==> src/cadc_map.vh <==
// Constants for the charge converter control block: field layout, codes and phase counts.
`ifndef CADC_MAP_VH
`define CADC_MAP_VH

// -----------------------------------------------------------------------------
// Configuration word layout
// -----------------------------------------------------------------------------
`define CADC_CFG_W        12
`define CADC_CFG_RESET    12'h000
`define CADC_CNT_RESET    4'h0
`define CADC_ACQ_HI       11
`define CADC_ACQ_LO       10
`define CADC_OSM_HI       9
`define CADC_OSM_LO       6
`define CADC_INTL_HI      5
`define CADC_INTL_LO      2
`define CADC_RANGE_BIT    1
`define CADC_FMT_BIT      0

// -----------------------------------------------------------------------------
// Acquisition select codes and acquisition clock counts after the reset clock
// -----------------------------------------------------------------------------
`define CADC_ACQ_NONE     2'h0
`define CADC_ACQ_1        2'h1
`define CADC_ACQ_16       2'h2
`define CADC_ACQ_32       2'h3
`define CADC_ACQ_CLK_1    5'h00
`define CADC_ACQ_CLK_16   5'h0f
`define CADC_ACQ_CLK_32   5'h1f
`define CADC_RESET_CLKS   5'h01

// -----------------------------------------------------------------------------
// Field values and output coding
// -----------------------------------------------------------------------------
`define CADC_RANGE_BIPOLAR 1'h1
`define CADC_FMT_TWOS      1'h1
`define CADC_SB_OFFSET     20'h80000

`endif

==> src/cadc_sequencer.v <==
// Integration sequencer with double-sampling correction and conversion averaging.
`timescale 1ns/10ps
`default_nettype none
`include "cadc_map.vh"

module cadc_sequencer (
    input  wire        ref_clk,
    input  wire        rst_n,
    input  wire        sys_reset_n,
    input  wire        integration_cycle_strobe_n,
    input  wire        cfg_sclk,
    input  wire        cfg_sdata,
    input  wire [19:0] sample_data,
    output reg  [20:0] conv_data_reg,
    output reg         conv_valid_reg,
    output reg         integ_reset_reg,
    output reg         acquire_reg,
    output reg         double_sample_correction_reg,
    output reg         twos_complement_format_reg,
    output reg         bipolar_range_reg,
    output reg         running_reg
);

    // -------------------------------------------------------------------------
    // States, one-hot
    // -------------------------------------------------------------------------
    localparam [5:0] ST_IDLE  = 6'h01;   // Waiting for the first strobe release.
    localparam [5:0] ST_RST   = 6'h02;   // One reset clock of an integration.
    localparam [5:0] ST_ACQ   = 6'h04;   // Signal acquisition clocks.
    localparam [5:0] ST_INIT  = 6'h08;   // Oversampling the initial point.
    localparam [5:0] ST_MEAS  = 6'h10;   // Integrating until the strobe ends it.
    localparam [5:0] ST_FINAL = 6'h20;   // Oversampling the final point.

    // -------------------------------------------------------------------------
    // Functions
    // -------------------------------------------------------------------------

    // Count code to shift amount: codes 0..7 give 2^code, top bit set gives 256.
    function [3:0] cnt_shift;
        input [3:0] code;
        begin
            cnt_shift = code[3] ? 4'h8 : {1'b0, code[2:0]};
        end
    endfunction

    // Average of an oversample sum: divide by 2^shift, keep twenty bits.
    function [19:0] os_avg;
        input [27:0] sum;
        input [3:0]  sh;
        reg   [27:0] t;
        begin
            t = sum >> sh;
            os_avg = t[19:0];
        end
    endfunction

    // -------------------------------------------------------------------------
    // Declarations
    // -------------------------------------------------------------------------
    reg  [3:0]  sync1_reg;       // First synchroniser stage of the four pins.
    reg  [3:0]  sync2_reg;       // Second synchroniser stage.
    reg         sclk_d_reg;      // Delayed serial clock for edge detection.
    reg         strb_d_reg;      // Delayed strobe for edge detection.
    reg  [5:0]  state_reg;       // Sequencer state.
    reg  [1:0]  acq_sel_reg;     // Active acquisition select.
    reg  [3:0]  m_sh_reg;        // Active oversample shift.
    reg  [3:0]  l_sh_reg;        // Active integration count shift.
    reg  [4:0]  cnt_reg;         // Acquisition clock counter.
    reg  [8:0]  os_cnt_reg;      // Oversamples left minus one.
    reg  [27:0] os_sum_reg;      // Oversample accumulator.
    reg  [19:0] init_pt_reg;     // Initial data point.
    reg  [8:0]  int_cnt_reg;     // Integrations done in this conversion.
    reg  [28:0] conv_acc_reg;    // Signed sum of integration results.
    wire [`CADC_CFG_W-1:0] cfg_word;   // Shifted configuration word.
    wire        sys_rst_act;     // System reset asserted (synchronised).
    wire        strb_rise;       // Strobe released: an integration boundary.
    wire        sclk_rise;       // Serial clock rising edge.
    wire [27:0] os_sum_now;      // Accumulator including this cycle's sample.
    wire [8:0]  m_last;          // Oversample count minus one.
    wire [8:0]  l_last;          // Integration count minus one.
    wire [19:0] final_pt;        // Final data point.
    wire [20:0] int_result;      // Result of one integration.
    wire [28:0] conv_total;      // Conversion sum with this integration.
    wire [28:0] conv_avg;        // Conversion sum averaged over L.
    wire [4:0]  acq_clks;        // Acquisition clocks for the selected code.
    wire        corr_on;         // Double-sampling correction active.

    // -------------------------------------------------------------------------
    // Pin synchronisers and edge detection
    // -------------------------------------------------------------------------

    // Each of the four control pins passes two flip-flops; only the second stage is read. sample_data is not synchronised.
    always @(posedge ref_clk or negedge rst_n) begin
        if (!rst_n) begin
            sync1_reg  <= 4'h0;
            sync2_reg  <= 4'h0;
            sclk_d_reg <= 1'b0;
            strb_d_reg <= 1'b0;
        end else begin
            sync1_reg  <= {cfg_sdata, cfg_sclk, integration_cycle_strobe_n, sys_reset_n};
            sync2_reg  <= sync1_reg;
            sclk_d_reg <= sync2_reg[2];
            strb_d_reg <= sync2_reg[1];
        end
    end

    assign sys_rst_act = ~sync2_reg[0];
    assign strb_rise   = sync2_reg[1] & ~strb_d_reg;
    assign sclk_rise   = sync2_reg[2] & ~sclk_d_reg;

    // -------------------------------------------------------------------------
    // Configuration loader
    // -------------------------------------------------------------------------
    cadc_cfg_shift u_cfg_shift (
        .ref_clk     (ref_clk),
        .rst_n       (rst_n),
        .hold_active (sys_rst_act),
        .shift_en    (sclk_rise),
        .shift_bit   (sync2_reg[3]),
        .word_reg    (cfg_word)
    );

    // -------------------------------------------------------------------------
    // Datapath arithmetic
    // -------------------------------------------------------------------------

    // Acquisition clocks that follow the single reset clock.
    assign acq_clks = (acq_sel_reg == `CADC_ACQ_32) ? `CADC_ACQ_CLK_32 :
                      (acq_sel_reg == `CADC_ACQ_16) ? `CADC_ACQ_CLK_16 :
                      `CADC_ACQ_CLK_1;
    assign corr_on    = (acq_sel_reg != `CADC_ACQ_NONE);
    assign os_sum_now = os_sum_reg + {8'h00, sample_data};
    assign m_last     = (9'h001 << m_sh_reg) - 9'h001;
    assign l_last     = (9'h001 << l_sh_reg) - 9'h001;
    assign final_pt   = os_avg(os_sum_now, m_sh_reg);
    // The initial point is removed from the final point when correcting.
    assign int_result = corr_on ? ({1'b0, final_pt} - {1'b0, init_pt_reg})
                               : {1'b0, final_pt};
    assign conv_total = conv_acc_reg + {{8{int_result[20]}}, int_result};
    assign conv_avg   = $signed(conv_total) >>> l_sh_reg;

    // -------------------------------------------------------------------------
    // Sequencer
    // -------------------------------------------------------------------------

    // System reset returns to idle; the first strobe release latches the
    // configuration and opens the first integration.
    always @(posedge ref_clk or negedge rst_n) begin
        if (!rst_n) begin
            state_reg                    <= ST_IDLE;
            acq_sel_reg                  <= `CADC_ACQ_NONE;
            m_sh_reg                     <= `CADC_CNT_RESET;
            l_sh_reg                     <= `CADC_CNT_RESET;
            cnt_reg                      <= 5'h00;
            os_cnt_reg                   <= 9'h000;
            os_sum_reg                   <= 28'h0000000;
            init_pt_reg                  <= 20'h00000;
            int_cnt_reg                  <= 9'h000;
            conv_acc_reg                 <= 29'h00000000;
            conv_data_reg                <= 21'h000000;
            conv_valid_reg               <= 1'b0;
            integ_reset_reg              <= 1'b0;
            acquire_reg                  <= 1'b0;
            double_sample_correction_reg <= 1'b0;
            twos_complement_format_reg   <= 1'b0;
            bipolar_range_reg            <= 1'b0;
            running_reg                  <= 1'b0;
        end else if (sys_rst_act) begin
            // Held in system reset: everything parks, the loader may shift.
            state_reg       <= ST_IDLE;
            conv_valid_reg  <= 1'b0;
            integ_reset_reg <= 1'b0;
            acquire_reg     <= 1'b0;
            running_reg     <= 1'b0;
        end else begin
            conv_valid_reg <= 1'b0;
            case (state_reg)
                ST_IDLE: begin
                    if (strb_rise) begin
                        // Settings take effect only now.
                        acq_sel_reg <= cfg_word[`CADC_ACQ_HI:`CADC_ACQ_LO];
                        m_sh_reg    <= cnt_shift(cfg_word[`CADC_OSM_HI:`CADC_OSM_LO]);
                        l_sh_reg    <= cnt_shift(cfg_word[`CADC_INTL_HI:`CADC_INTL_LO]);
                        double_sample_correction_reg <=
                            (cfg_word[`CADC_ACQ_HI:`CADC_ACQ_LO] != `CADC_ACQ_NONE);
                        twos_complement_format_reg <=
                            (cfg_word[`CADC_FMT_BIT] == `CADC_FMT_TWOS);
                        bipolar_range_reg <=
                            (cfg_word[`CADC_RANGE_BIT] == `CADC_RANGE_BIPOLAR);
                        int_cnt_reg     <= 9'h000;
                        conv_acc_reg    <= 29'h00000000;
                        integ_reset_reg <= 1'b1;
                        running_reg     <= 1'b1;
                        state_reg       <= ST_RST;
                    end
                end
                ST_RST: begin
                    // Exactly one reset clock per integration.
                    integ_reset_reg <= 1'b0;
                    cnt_reg         <= acq_clks - `CADC_RESET_CLKS;
                    os_cnt_reg      <= m_last;
                    os_sum_reg      <= 28'h0000000;
                    if (acq_clks != 5'h00) begin
                        acquire_reg <= 1'b1;
                        state_reg   <= ST_ACQ;
                    end else if (corr_on) begin
                        state_reg <= ST_INIT;
                    end else begin
                        state_reg <= ST_MEAS;
                    end
                end
                ST_ACQ: begin
                    // Count down the acquisition clocks.
                    if (cnt_reg == 5'h00) begin
                        acquire_reg <= 1'b0;
                        state_reg   <= ST_INIT;
                    end else begin
                        cnt_reg <= cnt_reg - 5'h01;
                    end
                end
                ST_INIT: begin
                    // Oversample the initial point over M clocks.
                    if (os_cnt_reg == 9'h000) begin
                        init_pt_reg <= os_avg(os_sum_now, m_sh_reg);
                        os_sum_reg  <= 28'h0000000;
                        state_reg   <= ST_MEAS;
                    end else begin
                        os_sum_reg <= os_sum_now;
                        os_cnt_reg <= os_cnt_reg - 9'h001;
                    end
                end
                ST_MEAS: begin
                    // The strobe release closes this integration.
                    if (strb_rise) begin
                        os_cnt_reg <= m_last;
                        os_sum_reg <= 28'h0000000;
                        state_reg  <= ST_FINAL;
                    end
                end
                ST_FINAL: begin
                    if (os_cnt_reg == 9'h000) begin
                        integ_reset_reg <= 1'b1;
                        state_reg       <= ST_RST;
                        if (int_cnt_reg == l_last) begin
                            // Last integration: publish the averaged conversion.
                            int_cnt_reg    <= 9'h000;
                            conv_acc_reg   <= 29'h00000000;
                            conv_valid_reg <= 1'b1;
                            if (twos_complement_format_reg) begin
                                conv_data_reg <= conv_avg[20:0];
                            end else if (bipolar_range_reg) begin
                                conv_data_reg <= {1'b0, conv_avg[19:0] + `CADC_SB_OFFSET};
                            end else if (conv_avg[28]) begin
                                conv_data_reg <= 21'h000000;
                            end else begin
                                conv_data_reg <= {1'b0, conv_avg[19:0]};
                            end
                        end else begin
                            int_cnt_reg  <= int_cnt_reg + 9'h001;
                            conv_acc_reg <= conv_total;
                        end
                    end else begin
                        os_sum_reg <= os_sum_now;
                        os_cnt_reg <= os_cnt_reg - 9'h001;
                    end
                end
                default: begin
                    state_reg <= ST_IDLE;
                end
            endcase
        end
    end

endmodule // cadc_sequencer
`default_nettype wire

==> src/cadc_cfg_shift.v <==
// Serial loader that collects the twelve-bit configuration word.
`timescale 1ns/10ps
`default_nettype none
`include "cadc_map.vh"

module cadc_cfg_shift (
    input  wire                     ref_clk,
    input  wire                     rst_n,
    input  wire                     hold_active,
    input  wire                     shift_en,
    input  wire                     shift_bit,
    output reg  [`CADC_CFG_W-1:0]   word_reg
);

    // -------------------------------------------------------------------------
    // Shift register
    // -------------------------------------------------------------------------

    // Bits enter at the bottom, so the first bit sent ends in the top field.
    // Shifting is only allowed while the system reset is held.
    always @(posedge ref_clk or negedge rst_n) begin
        if (!rst_n) begin
            word_reg <= `CADC_CFG_RESET;
        end else if (hold_active && shift_en) begin
            word_reg <= {word_reg[`CADC_CFG_W-2:0], shift_bit};
        end
    end

endmodule // cadc_cfg_shift
`default_nettype wire

==> config.mk <==
export PLATFORM = sky130hd
export DESIGN_NAME = cadc_sequencer
export DESIGN_NICKNAME = d
export VERILOG_FILES = /design/src/cadc_sequencer.v /design/src/cadc_cfg_shift.v
export VERILOG_INCLUDE_DIRS = /design/src
export SDC_FILE = /design/constraint.sdc
export NUM_CORES = 1
export LEC_CHECK = 0
export BUFFER_PORTS_ARGS = -buffer_cell sky130_fd_sc_hd__buf_2
export CAP_MARGIN = 20
export CORE_MARGIN = 5
export CORE_UTILIZATION = 55
export CTS_BUF_LIST = sky130_fd_sc_hd__clkbuf_4
export CTS_CLUSTER_DIAMETER = 120
export DETAILED_ROUTE_END_ITERATION = 10
export PLACE_DENSITY = 0.73
export SYNTH_ARGS = -nofsm -noshare
export SYNTH_HDL_FRONTEND = slang
export SYNTH_SLANG_ARGS = --single-unit
==> constraint.sdc <==
create_clock -name ref_clk -period 8.89 [get_ports ref_clk]
set_clock_uncertainty 0.2 [all_clocks]
set_input_delay 1.3335 -clock ref_clk [delete_from_list [all_inputs] [get_ports ref_clk]]
set_output_delay 1.3335 -clock ref_clk [all_outputs]
set_load 0.02 [all_outputs]
== After elaboration in Yosys (flattened, before gate mapping) ==
Index checks and enable logic that the tools add are counted.

* Register bits: 166
* Input port bits: 26
* Output and inout bits: 28
* Logic and storage cells: 137

* Add/subtract/negate cells: 10
* Equality and inequality tests: 25
* Shifts and indexed selects: 4
* Muxes and demuxes: 48
* Bitwise gates (word level): 5
* Reductions and logical operators: 22

{| class="wikitable"
|+ Operators with widths
! operator !! number
|-
| $pmux 28 s4 || 1
|-
| $mux 29 || 3
|-
| $mux 28 || 3
|-
| $pmux 29 s2 || 1
|-
| $mux 9 || 5
|-
| $mux 21 || 2
|-
| $mux 20 || 2
|-
| $mux 6 || 6
|-
| $pmux 6 s6 || 1
|-
| $add 29x29->29 || 1
|-
| $sshr 29x4->29 || 1
|-
| $add 28x20->28 || 1
|-
| $shr 28x4->20 || 1
|-
| $pmux 9 s3 || 1
|-
| $sub 9x1->9 const B || 3
|-
| $sub 20x20->21 || 1
|-
| $add 20x20->20 const B || 1
|-
| $mux 5 || 4
|-
| $ne 3x3->1 const B || 6
|-
| $pmux 9 s2 || 1
|-
| $shl 1x4->9 const A || 2
|-
| $reduce_and 4->1 || 4
|-
| $reduce_and 3->1 || 5
|-
| $mux 1 || 12
|-
| 30 further kinds || 46
|}

== Depth between registers and ports, before layout ==
Gate-level depths: netlist of run 1.

* Depth in word-level cells: 9
* Mapped depth: 36
* Depth with buffers taken out: 35

== Modules after synthesis ==
Synthesis of run 1 repeated with hierarchy kept, for this count alone.

* Cell total of the unflattened synthesis: 1744
* Area, all modules: 14177.3 µm²

{| class="wikitable"
|+ By module, submodules not included
! module !! times used !! cells an instance !! area each (µm²) !! seq. area each (µm²)
|-
| cadc_sequencer || 1 || 1718 || 13686.9 || 3854.9
|-
| cadc_cfg_shift || 1 || 26 || 490.5 || 300.3
|}

== Worst setup path before layout of run 1 ==
Ideal clock, no wire load.

* Path type: input -> register
* Start point: input sample_data[0]
* End point: register conv_data_reg[20]
* Setup time: 92 ps
* Data arrival time: 9236 ps
* Required time: 8598 ps
* Path slack: -638 ps
* Stages: 33
* Path buffers: 1
* Cells stage by stage: ha_1 -> fa_1 -> a211oi_2 -> o21ai_2 -> a2111oi_0 -> nor2_1 -> xnor2_1 -> mux4_2 -> o21a_1 -> a21oi_1 -> ha_1 -> nor2b_1 -> o21a_1 -> o21ai_0 -> a211oi_1 -> o21ai_0 -> a211oi_1 -> a41o_1 -> o41ai_1 -> xnor2_1 -> mux2_2 -> ha_1 -> buf_2 -> and2_1 -> a221o_1 -> a221o_1 -> nand2_1 -> a31oi_1 -> xnor2_1 -> mux2_2 -> mux4_2 -> mux2_2 -> o31ai_2

* Cells in the longest elaborated chain, start to end: 7

{| class="wikitable"
|+ Ends and longest elaborated chain
! element !! line !! source
|-
| from (decl) || cadc_sequencer.v:13 || <nowiki>input wire [19:0] sample_data,</nowiki>
|-
| $add 28x20->28 * || cadc_sequencer.v:132 || <nowiki>assign os_sum_now = os_sum_reg + {8'h00, sample_data};</nowiki>
|-
| $shr 28x4->20 * || cadc_sequencer.v:52 || <nowiki>t = sum >> sh;</nowiki>
|-
| net final_pt[1] || cadc_sequencer.v:81 || <nowiki>wire [19:0] final_pt;</nowiki>
|-
| $sub 20x20->21 || cadc_sequencer.v:137 || <nowiki>assign int_result = corr_on ? ({1'b0, final_pt} - {1'b0, init_pt_reg})</nowiki>
|-
| $mux 21 * || cadc_sequencer.v:137 ||
|-
| $add 29x29->29 * || cadc_sequencer.v:139 || <nowiki>assign conv_total = conv_acc_reg + {{8{int_result[20]}}, int_result};</nowiki>
|-
| $sshr 29x4->29 * || cadc_sequencer.v:140 || <nowiki>assign conv_avg = $signed(conv_total) >>> l_sh_reg;</nowiki>
|-
| $mux 21 * || cadc_sequencer.v:249 || <nowiki>if (twos_complement_format_reg) begin</nowiki>
|-
| to (signal assigned) || cadc_sequencer.v:250 || <nowiki>conv_data_reg <= conv_avg[20:0];</nowiki>
|-
| to (signal assigned) || cadc_sequencer.v:252 || <nowiki>conv_data_reg <= {1'b0, conv_avg[19:0] + `CADC_SB_OFFSET};</nowiki>
|-
| to (signal assigned) || cadc_sequencer.v:256 || <nowiki>conv_data_reg <= {1'b0, conv_avg[19:0]};</nowiki>
|-
| to (decl) || cadc_sequencer.v:14 || <nowiki>output reg [20:0] conv_data_reg,</nowiki>
|}

Mark *: on every way through the listed nets, which the timed path passes. The rest lies on a longest branch.
A chain may end at the register's enable or synchronous reset.

== Final worst setup path of run 1 ==
Same ends and word-level chain as after synthesis.

==> impl_metrics.ini, run 1 <==
[synth]
synthesis.area_per_instance_um2 = 8.250
synthTopCellsByArea = dfrtp_1 28%, ha_1 6.1%, nand2_1 5.5%, o21ai_0 4.8%, a21oi_1 3.9%
synth_top_area_cell = dfrtp_1
synthDominantCellAreaShare = 0.2756
synthDistinctLibCells = 107
syn_inst = 1816
synth.yosys.warnings = 0
synth_flop_cell = dfrtp_1
synth.cell_area_um2 = 14980
synthArstFlopShare = 1.000
synth-seq-cells = 166
count_of_flip_flops_with_a_built_in_enable_after_synthesis = 0
yosysSeqAreaShare = 0.2774
mappedNetlistNets = 1918

[grt]
antenna_violations_before_repair = 1
grt_start_max_net_pins = 90
first_global_vias = 14690
grt_overflow = 0
first_pass_grt_wire_length_um = 72630
groute.usage.overall = 0.2831

[finish]
register_area_um2 = 4155
layout.filler_cells = 2244
final_cells = 2411
area_growth_syn_to_layout_pct = 20.51
largest_reg_flops = 29
multi_input_gate_area_um2 = 10410
final_net_count = 2158
drive_gt1_frac = 0.2653
fin_util = 0.6718

[setup_path]
cpMaxStageDelayCell = mux4_2
worstSetupPathDepth = 32
worstReg2RegEnd = conv_data_reg[20]
critical_path_peak_fanout = 4
worst_setup_sp_type = primary input
end_kind = flip-flop
worstSetupEndpoint = conv_data_reg[20]
cpLargestDelayFamily = compound AO/OA/AOI/OAI gates
worstSetupStartpoint = sample_data[0]
timing.reg2reg.worst_path_depth = 31
critical_path_class = primary input to flip-flop
cp_data_arrival_time_ps = 9320
rrSetupSlack_ps = 280
reg2reg_from = os_sum_reg[0]
critical_path_buf_inv_count = 2
cp_data_required_time_ps = 9280
critical-path-max-stage-delay_ps = 510

[placement]
dpl.hpwl_um = 33050
buffer_ports.inserted = 53
finalWeightedCongestion = 0.9433
placedCellCount = 2368

[route]
dr.pass1.iters = 6
drt_first_iter_violations = 1422
routedWlPerCell_um = 18.55
routed_via_density = 6.317
postRouteWirelength_um = 44720
drc_errors = 0
num_vias = 15230
route.antenna.remaining_nets = 0

[sta]
max_freq_mhz = 112.0
final_worst_setup_slack_ps = -42.32
unrepaired_setup_endpoints_after_global_routing = yes
period_share = 1.005
maxSlewViolCount = 0
post-route-min-period_ps = 8932
final-setup-viol-count = 1
worst_margin_slew_ps = 1040
slew_headroom = 0.3066
final.setup.tns_ps = -42.32
final_hold_viols = 0

[die]
io_pins = 54
die-height_um = 175.0
floorplan.die_area_um2 = 30640
initial_utilization = 0.5574
chipWidth_um = 175.0
placement_rows = 60
core-area_um2 = 26880

[power]
power_leakage_uw = 0.008231
power-per-cell-area_nw_per_um2 = 357.0
vdd_ir_drop_max_uv = 193.4

[clocking]
clock_tree_from_tritoncts = yes
clockRootBuffer = clkbuf_4
postCtsHoldBufs = 0
clock_sinks = 166
clk_latency_ps = 660
clock_tree.buffer_depth = 2
tritoncts.num_buffers = 17
cts-htree-levels = 4
path_clk_slew_ps = 200

[worst_hold_path]
worst_hold_path_type = flip-flop to flip-flop

[status]
result_of_the_run = complete, but fails checks
failed_checks = setup timing

[run]
timing.max_cap.violations = 0
layer usage:
layer,vias up,GRT usage,part of all wire
li1,7259,-,-
met1,7285,0.3828,0.44
met2,580,0.4750,0.47
met3,106,0.03440,0.057
met4,0,0.09165,0.029
met5,-,0,0
cell families after synthesis:
| group | count (synthesis) | share of synthesized area |
|---|---|---|
| buffers and inverters | 187 | 0.05170 |
| XOR/XNOR | 65 | 0.03900 |
| AO/OA/AOI/OAI | 607 | 0.2763 |
| AND/OR/NAND/NOR | 601 | 0.1912 |
| adder cells (fa/ha/maj) | 76 | 0.06497 |
| flip-flops | 166 | 0.2774 |
| multiplexers | 114 | 0.09955 |
stage by stage:
step / hold WS [ps] / setup WS, ps / power [uW] / instance area [um^2]
6_report: 178.7 / -42.32 / 6445 / 18050
3_3_place_gp: 132.4 / -581.0 / 5515 / 17340
2_1_floorplan: 131.2 / -161.1 / 3904 / 15050
4_1_cts: 179.7 / 14.13 / 6171 / 17690
5_1_grt: 195.6 / -275.5 / 6917 / 18050
3_5_place_dp: 137.3 / -722.2 / 5605 / 17340
cell usage after synthesis (7+ instances only):
cell / count
a211o_1: 11
a211oi_1: 24
a21o_1: 32
a21oi_1: 117
a221oi_1: 9
a22o_1: 20
a2bb2oi_1: 7
a311oi_1: 7
a31oi_1: 24
and2_1: 20
and3_1: 24
and4_1: 11
buf_1: 9
buf_2: 22
clkbuf_1: 83
dfrtp_1: 165
ha_1: 73
inv_1: 61
mux2_2: 48
mux2i_1: 40
mux4_2: 22
nand2_1: 218
nand2b_1: 14
nand3_1: 34
nand3b_1: 9
nand4_1: 12
nor2_1: 132
nor2b_1: 14
nor3_1: 50
nor3b_1: 8
nor4_1: 10
o211ai_1: 21
o21a_1: 16
o21ai_0: 145
o21ai_1: 15
o21bai_1: 9
o22ai_1: 8
o31ai_1: 38
or2_2: 13
or3_1: 12
xnor2_1: 32
xor2_1: 31
where the power goes:
group / switching (uW) / internal, uW / total [uW] / leakage, uW
sequential: 77.2 / 849 / 926 / 0.00210
clock: 389 / 144 / 534 / 0.000175
combinational: 2670 / 2310 / 4980 / 0.00595
total: 3140 / 3300 / 6440 / 0.00823
final cells by class:
type                    count  area share
multi-input cells        1463      0.5768
well taps                 341     0.02363
clock buffers              17    0.007069
diodes                      1   0.0001386
repair buffers            343      0.1369
flip-flops and latches    166      0.2301
clock inverters            15     0.01185
inverters                  65     0.01351
layout by cell type (no fill, tap or decap), types with 50 or more instances in the layout:
cell type	n
a21oi_1	114
buf_2	51
buf_4	288
dfrtp_1	165
ha_1	66
inv_1	60
nand2_1	216
nor2_1	130
nor3_1	50
o21ai_0	136
how the worst min path moves through the flow:
stage / startpoint / to / slack (ps) / cells past startpoint
final: sync1_reg[0] / sync2_reg[0] / 180 / 0
after global routing: sync1_reg[0] / sync2_reg[0] / 200 / 0
after CTS: sync1_reg[0] / sync2_reg[0] / 180 / 0
after detailed placement: sync1_reg[2] / sync2_reg[2] / 140 / 0
after global placement: sync1_reg[3] / sync2_reg[3] / 130 / 0
after floorplan: sync1_reg[0] / sync2_reg[0] / 130 / 0
what timing repair did:
item / 4_1_cts / 5_1_grt
pin swaps: 1 / 26
buffers inserted: 0 / 9
resized for setup: 3 / 52
hold endpoints to repair: 0 / 0
setup endpoints to repair: 2 / 21
(Power assumes the default switching activity.)
==> run 2: changes to the inputs <==
- CORE_ASPECT_RATIO: not set -> 0.6
==> run 2 against run 1 <==
The run now ends clean. Register-to-register slack better by 40 ps. Routed wire length is 11% higher. Final area is 4.5% higher. Sequential share of layout area is 0.99 points lower. Fmax is 0.61% higher. Clock power is 9.9% lower. First-iteration DRC count is 26% higher. Worst hold slack worse by 17 ps. Setup slack better by 54 ps. Flip-flop and latch count stayed put.
==> impl_metrics.ini, run 2 (synthesized netlist as in run 1, its figures left out) <==
[clocking]
path_clk_slew_ps = 170
clock_tree.buffer_depth = 2
clock_tree_from_tritoncts = yes
tritoncts.num_buffers = 17
clock_sinks = 166
postCtsHoldBufs = 0
cts-htree-levels = 4
clk_latency_ps = 680
clockRootBuffer = clkbuf_4

[placement]
buffer_ports.inserted = 53
dpl.hpwl_um = 37100
post_place_cell_area_um2 = 17780
finalWeightedCongestion = 0.9974

[grt]
grt_overflow = 0
use_met1 = 0.4864
antenna_violations_before_repair = 1
grt_start_max_net_pins = 92
global_route.usage.met2 = 0.4201
globalRouteMet3Util = 0.1075
first_global_vias = 14570
groute.usage.overall = 0.3125
first_pass_grt_wire_length_um = 77560
top_usage_layer = met1

[finish]
final_design_instance_area_without_fill_um2 = 18870
most_frequent_cells_in_the_layout = 353 x buf_4, 215 x nand2_1, 165 x dfrtp_1
largest_reg_flops = 29
drive_gt1_frac = 0.3068
fin_util = 0.7081
final_net_count = 2227
area_growth_syn_to_layout_pct = 25.96
final_common_cell = buf_4

[route]
drc_errors = 0
postRouteWirelength_um = 49630
route.antenna.remaining_nets = 0
dr.pass1.iters = 6
routed_via_density = 6.315
num_vias = 15780
routedWlPerCell_um = 19.86
drt_first_iter_violations = 1796

[sta]
slew_headroom = 0.2463
max_freq_mhz = 112.6
post-route-min-period_ps = 8878
unrepaired_setup_endpoints_after_global_routing = yes
final_hold_viols = 0
worst_margin_slew_ps = 1131
period_share = 0.9987
maxSlewViolCount = 0
final-setup-viol-count = 0

[power]
power-per-cell-area_nw_per_um2 = 368.7
power.internal_uw = 3610
combPwrFrac = 0.795
share_clk_of_total_power = 0.069
total_switching_power_uw = 3347
seq_power_share = 0.136
vdd_ir_drop_max_uv = 175.6
power.switching_fraction = 0.4811
power_leakage_uw = 0.008644

[die]
core-area_um2 = 26650
floorplan.die_area_um2 = 30750
placement_rows = 46
chipWidth_um = 223.1
initial_utilization = 0.5622
die-height_um = 137.8
io_pins = 54

[setup_path]
cp_data_arrival_time_ps = 9260
critical-path-max-stage-delay_ps = 500
end_kind = flip-flop
worst_setup_sp_type = primary input
critical_path_peak_fanout = 5
timing.reg2reg.worst_path_depth = 35
cp_data_required_time_ps = 9270
cpMaxStageDelayCell = mux4_2
critical_path_class = primary input to flip-flop
crit_path_frequent_cell = ha_4

[worst_hold_path]
worst_hold_path_type = flip-flop to flip-flop
worst_hold_path_stage_count = 0

[run]
timing.max_cap.violations = 0

[status]
result_of_the_run = completed
-- run 2: cell types whose count changed in the layout (fill, tap and decap cells not counted), moves of 4 or more --
cell / change
buf_4: +65
o21ai_0: -5
o21bai_1: -4
o21bai_2: +4
a21oi_1: -4
nor3_1: -4
o31ai_1: -4
clkinv_8: -4
-- run 2: worst paths after layout --
kind                                start  slack [ps]                 endpoint
max                        sample_data[0]          10        conv_data_reg[19]
min                          sync1_reg[1]         160             sync2_reg[1]
max reg2reg                 os_sum_reg[0]         320        conv_data_reg[19]
min reg2reg                  sync1_reg[1]         160             sync2_reg[1]
max in group asynchronous           rst_n        6420  u_cfg_shift.word_reg[2]
min in group asynchronous           rst_n         550            os_sum_reg[4]
-- run 2: cell type report --
type / count / area, um^2
Multi-Input combinational cell: 1463 / 10710
Fill cell: 2124 / 7777
Sequential cell: 166 / 4155
Timing Repair Buffer: 412 / 3020
Tap cell: 360 / 450.4
Inverter: 65 / 244.0
Clock inverter: 15 / 158.9
Clock buffer: 17 / 127.6
Antenna cell: 1 / 2.502
-- run 2: what timing repair did --
item,4_1_cts,5_1_grt
pin swaps,14,47
setup endpoints to repair,21,22
setup buffers,4,18
gates resized for setup,21,97
-- run 2: stage by stage --
| stage | worst slack [ps] | power (uW) | hold slack (ps) | std cells | TNS, ps |
|---|---|---|---|---|---|
| floorplan | -161.1 | 3904 | 131.2 | 1816 | -239.0 |
| global placement | -629.3 | 5813 | 131.7 | 2443 | -10790 |
| detailed placement | -969.6 | 5912 | 137.3 | 2443 | -18420 |
| CTS | 4.058 | 6507 | 174.5 | 2479 | 0 |
| global route | -214.9 | 7393 | 191.9 | 2499 | -2509 |
| finish | 11.64 | 6957 | 161.6 | 2499 | 0 |
-- run 2: power groups by stage --
stage | clock, uW | combinational (uW) | sequential (uW)
floorplan | 0 | 2980 | 925
global placement | 0 | 4860 | 955
detailed placement | 0 | 4950 | 959
CTS | 493 | 5070 | 945
global route | 516 | 5910 | 964
finish | 481 | 5530 | 948
-- run 2: critical path, delay by kind of cell --
kind                       cells  cell delay (ps)
xor gates and xnor gates       1              140
AOI/OAI and AO/OA             17             3750
muxes                          2              970
and+or+nand+nor                8             1570
buffers and inverters          3              230
adders and majority gates      5             1240
-- run 2: metal layers --
metal / wire length (um) / part of all wire
met1: 23630 / 0.48
met2: 19550 / 0.39
met3: 6051 / 0.12
met4: 397 / 0.0080
met5: 0 / 0
==> run 3: changes to the inputs <==
- SYNTH_HIERARCHICAL: not set -> 1
- clock period: 8.89 -> 8.05 ns (I/O delays scaled with it)
==> run 3 against run 2 <==
The run now ends with setup timing left. Combinational power up 26%. Final cell count down 2.0%. First-iteration DRC count up 2.7%. Die area down 5.1%.
==> impl_metrics.ini, run 3 <==
[synth]
synth.cell_area_um2 = 14180
synthDistinctLibCells = 92
synth_flop_cell = dfrtp_1
synthTopCellsByArea = dfrtp_1 29%, ha_1 6.4%, nand2_1 6.0%, a21oi_1 4.9%, o21ai_0 4.8%
synth-seq-cells = 166
synthTopCellsByCount = 227 x nand2_1, 165 x dfrtp_1, 138 x a21oi_1
mappedNetlistNets = 1846
synthesis.area_per_instance_um2 = 8.129
synthDominantCellAreaShare = 0.2912
synth.most_common_cell = nand2_1
synthArstFlopShare = 1.000
count_of_flip_flops_with_a_built_in_enable_after_synthesis = 0
synth.yosys.warnings = 6
yosysSeqAreaShare = 0.2931
syn_inst = 1744
synth_top_area_cell = dfrtp_1

[sta]
final-setup-viol-count = 20
final_hold_viols = 0
period_share = 1.016
final.setup.tns_ps = -1129
slew_headroom = 0.2996
max_freq_mhz = 122.3
final_worst_setup_slack_ps = -125.5
post-route-min-period_ps = 8175
unrepaired_setup_endpoints_after_global_routing = yes
maxSlewViolCount = 0
worst_margin_slew_ps = 1051

[status]
failed_checks = setup timing
result_of_the_run = complete, but fails checks

[setup_path]
cp_data_required_time_ps = 8430
end_kind = flip-flop
critical_path_buf_inv_count = 7
critical-path-max-stage-delay_ps = 410
cpMaxStageDelayCell = fa_2
crit_path_frequent_cell = buf_4
critical_path_peak_fanout = 7
worst_setup_sp_type = primary input
cp_data_arrival_time_ps = 8550
critical_path_class = primary input to flip-flop
cpLargestDelayFamily = compound AO/OA/AOI/OAI gates

[route]
drc_errors = 0
num_vias = 15460
dr.pass1.iters = 8
route.antenna.remaining_nets = 0
routed_via_density = 6.317
routedWlPerCell_um = 19.90
drt_first_iter_violations = 1845
postRouteWirelength_um = 48710

[finish]
final_common_cell = buf_4
final_design_instance_area_without_fill_um2 = 18890
layout.filler_cells = 1886
most_frequent_cells_in_the_layout = 380 x buf_4, 222 x nand2_1, 165 x dfrtp_1
largest_reg_flops = 29
drive_gt1_frac = 0.3418
area_growth_syn_to_layout_pct = 33.24
final_net_count = 2207

[die]
die-height_um = 134.4
chipWidth_um = 217.3
placement_rows = 45
floorplan.die_area_um2 = 29190
core-area_um2 = 25340
io_pins = 54
initial_utilization = 0.5596

[grt]
first_pass_grt_wire_length_um = 75670
grt_overflow = 0
grt_start_max_net_pins = 97
first_global_vias = 14410
antenna_violations_before_repair = 1
groute.usage.overall = 0.3198

[clocking]
clock_sinks = 166
clk_latency_ps = 660
cts-htree-levels = 4
tritoncts.num_buffers = 17
path_clk_slew_ps = 170
clock_tree_from_tritoncts = yes
clockRootBuffer = clkbuf_4
postCtsHoldBufs = 0
clock_tree.buffer_depth = 2

[placement]
finalWeightedCongestion = 0.9954
post_place_cell_area_um2 = 17230
buffer_ports.inserted = 53
dpl.hpwl_um = 35090

[run]
timing.max_cap.violations = 0

[power]
power-per-cell-area_nw_per_um2 = 456.3
power_leakage_uw = 0.008878
vdd_ir_drop_max_uv = 246.2

[worst_hold_path]
worst_hold_path_type = flip-flop to flip-flop
-- run 3: layout make-up --
type | count | area (um^2) | share of cell area
antenna | 1 | 2.502 | 0.0001325
clock buffer | 17 | 127.6 | 0.006756
clock inverter | 15 | 176.4 | 0.009340
inverter | 69 | 259.0 | 0.01371
multi-input combinational | 1402 | 10440 | 0.5527
sequential | 166 | 4155 | 0.2200
tap | 329 | 411.6 | 0.02179
timing repair buffer | 449 | 3317 | 0.1756
-- run 3: worst register-to-register path, delay by kind of cell (launching register included) --
family	cells	cell delay [ps]
mux	2	590
flops	1	440
fa+ha+maj	4	1190
xor+xnor	2	230
buf+inv	6	970
simple gates	5	820
compound gates	18	3490
-- run 3: logic make-up (layout without fill, tap and decap cells) --
kind of cell	after synthesis	after routing	synth area share
AOI/OAI and AO/OA	601	601	0.2791
xor gates and xnor gates	67	67	0.04139
adders and majority gates	76	76	0.06866
buffers and inverters	176	550	0.04872
DFF	166	166	0.2931
muxes	98	98	0.08622
other	0	1	0
and+or+nand+nor	560	560	0.1829
-- run 3: final timing paths --
kind | depth (start not counted) | startpoint | slack (ps) | to
max | 38 | sample_data[0] | -130 | conv_data_reg[15]
min reg2reg | 0 | sync1_reg[0] | 170 | sync2_reg[0]
max reg2reg | 37 | os_sum_reg[0] | 80 | conv_data_reg[15]
max in group asynchronous | 2 | rst_n | 5680 | init_pt_reg[6]
min | 0 | sync1_reg[0] | 170 | sync2_reg[0]
min in group asynchronous | 1 | rst_n | 450 | os_sum_reg[15]
-- run 3: power by group --
part	switching (uW)	total [uW]	internal [uW]
registers	158	1130	969
clock network	390	538	148
logic	3560	6950	3390
-- run 3: per-stage QoR --
step	utilization	setup slack, ps	total power (uW)	hold WS [ps]	std cells
4_1_cts	0.7175	-94.50	7990	176.9	2427
2_1_floorplan	-	-40.97	4645	131.2	1744
3_3_place_gp	0.6801	-1030	6953	132.5	2357
6_report	0.7455	-125.5	8618	167.9	2448
5_1_grt	0.7455	-324.3	9152	190.4	2448
3_5_place_dp	0.6801	-1163	7072	138.5	2357
-- run 3: repair_timing --
| action | CTS | global route |
|---|---|---|
| resized for setup | 71 | 117 |
| cloned | 1 | 1 |
| setup buffers | 39 | 19 |
| endpoints found under the setup margin | 21 | 23 |
| pin swaps | 77 | 76 |
-- run 3: metal layers --
layer | share of wire | vias to the layer above | track usage
li1 | - | 7163 | -
met1 | 0.46 | 7460 | 0.4909
met4 | 0.0083 | 0 | 0.04034
met3 | 0.13 | 61 | 0.1178
met5 | 0 | - | 0
met2 | 0.41 | 779 | 0.4393
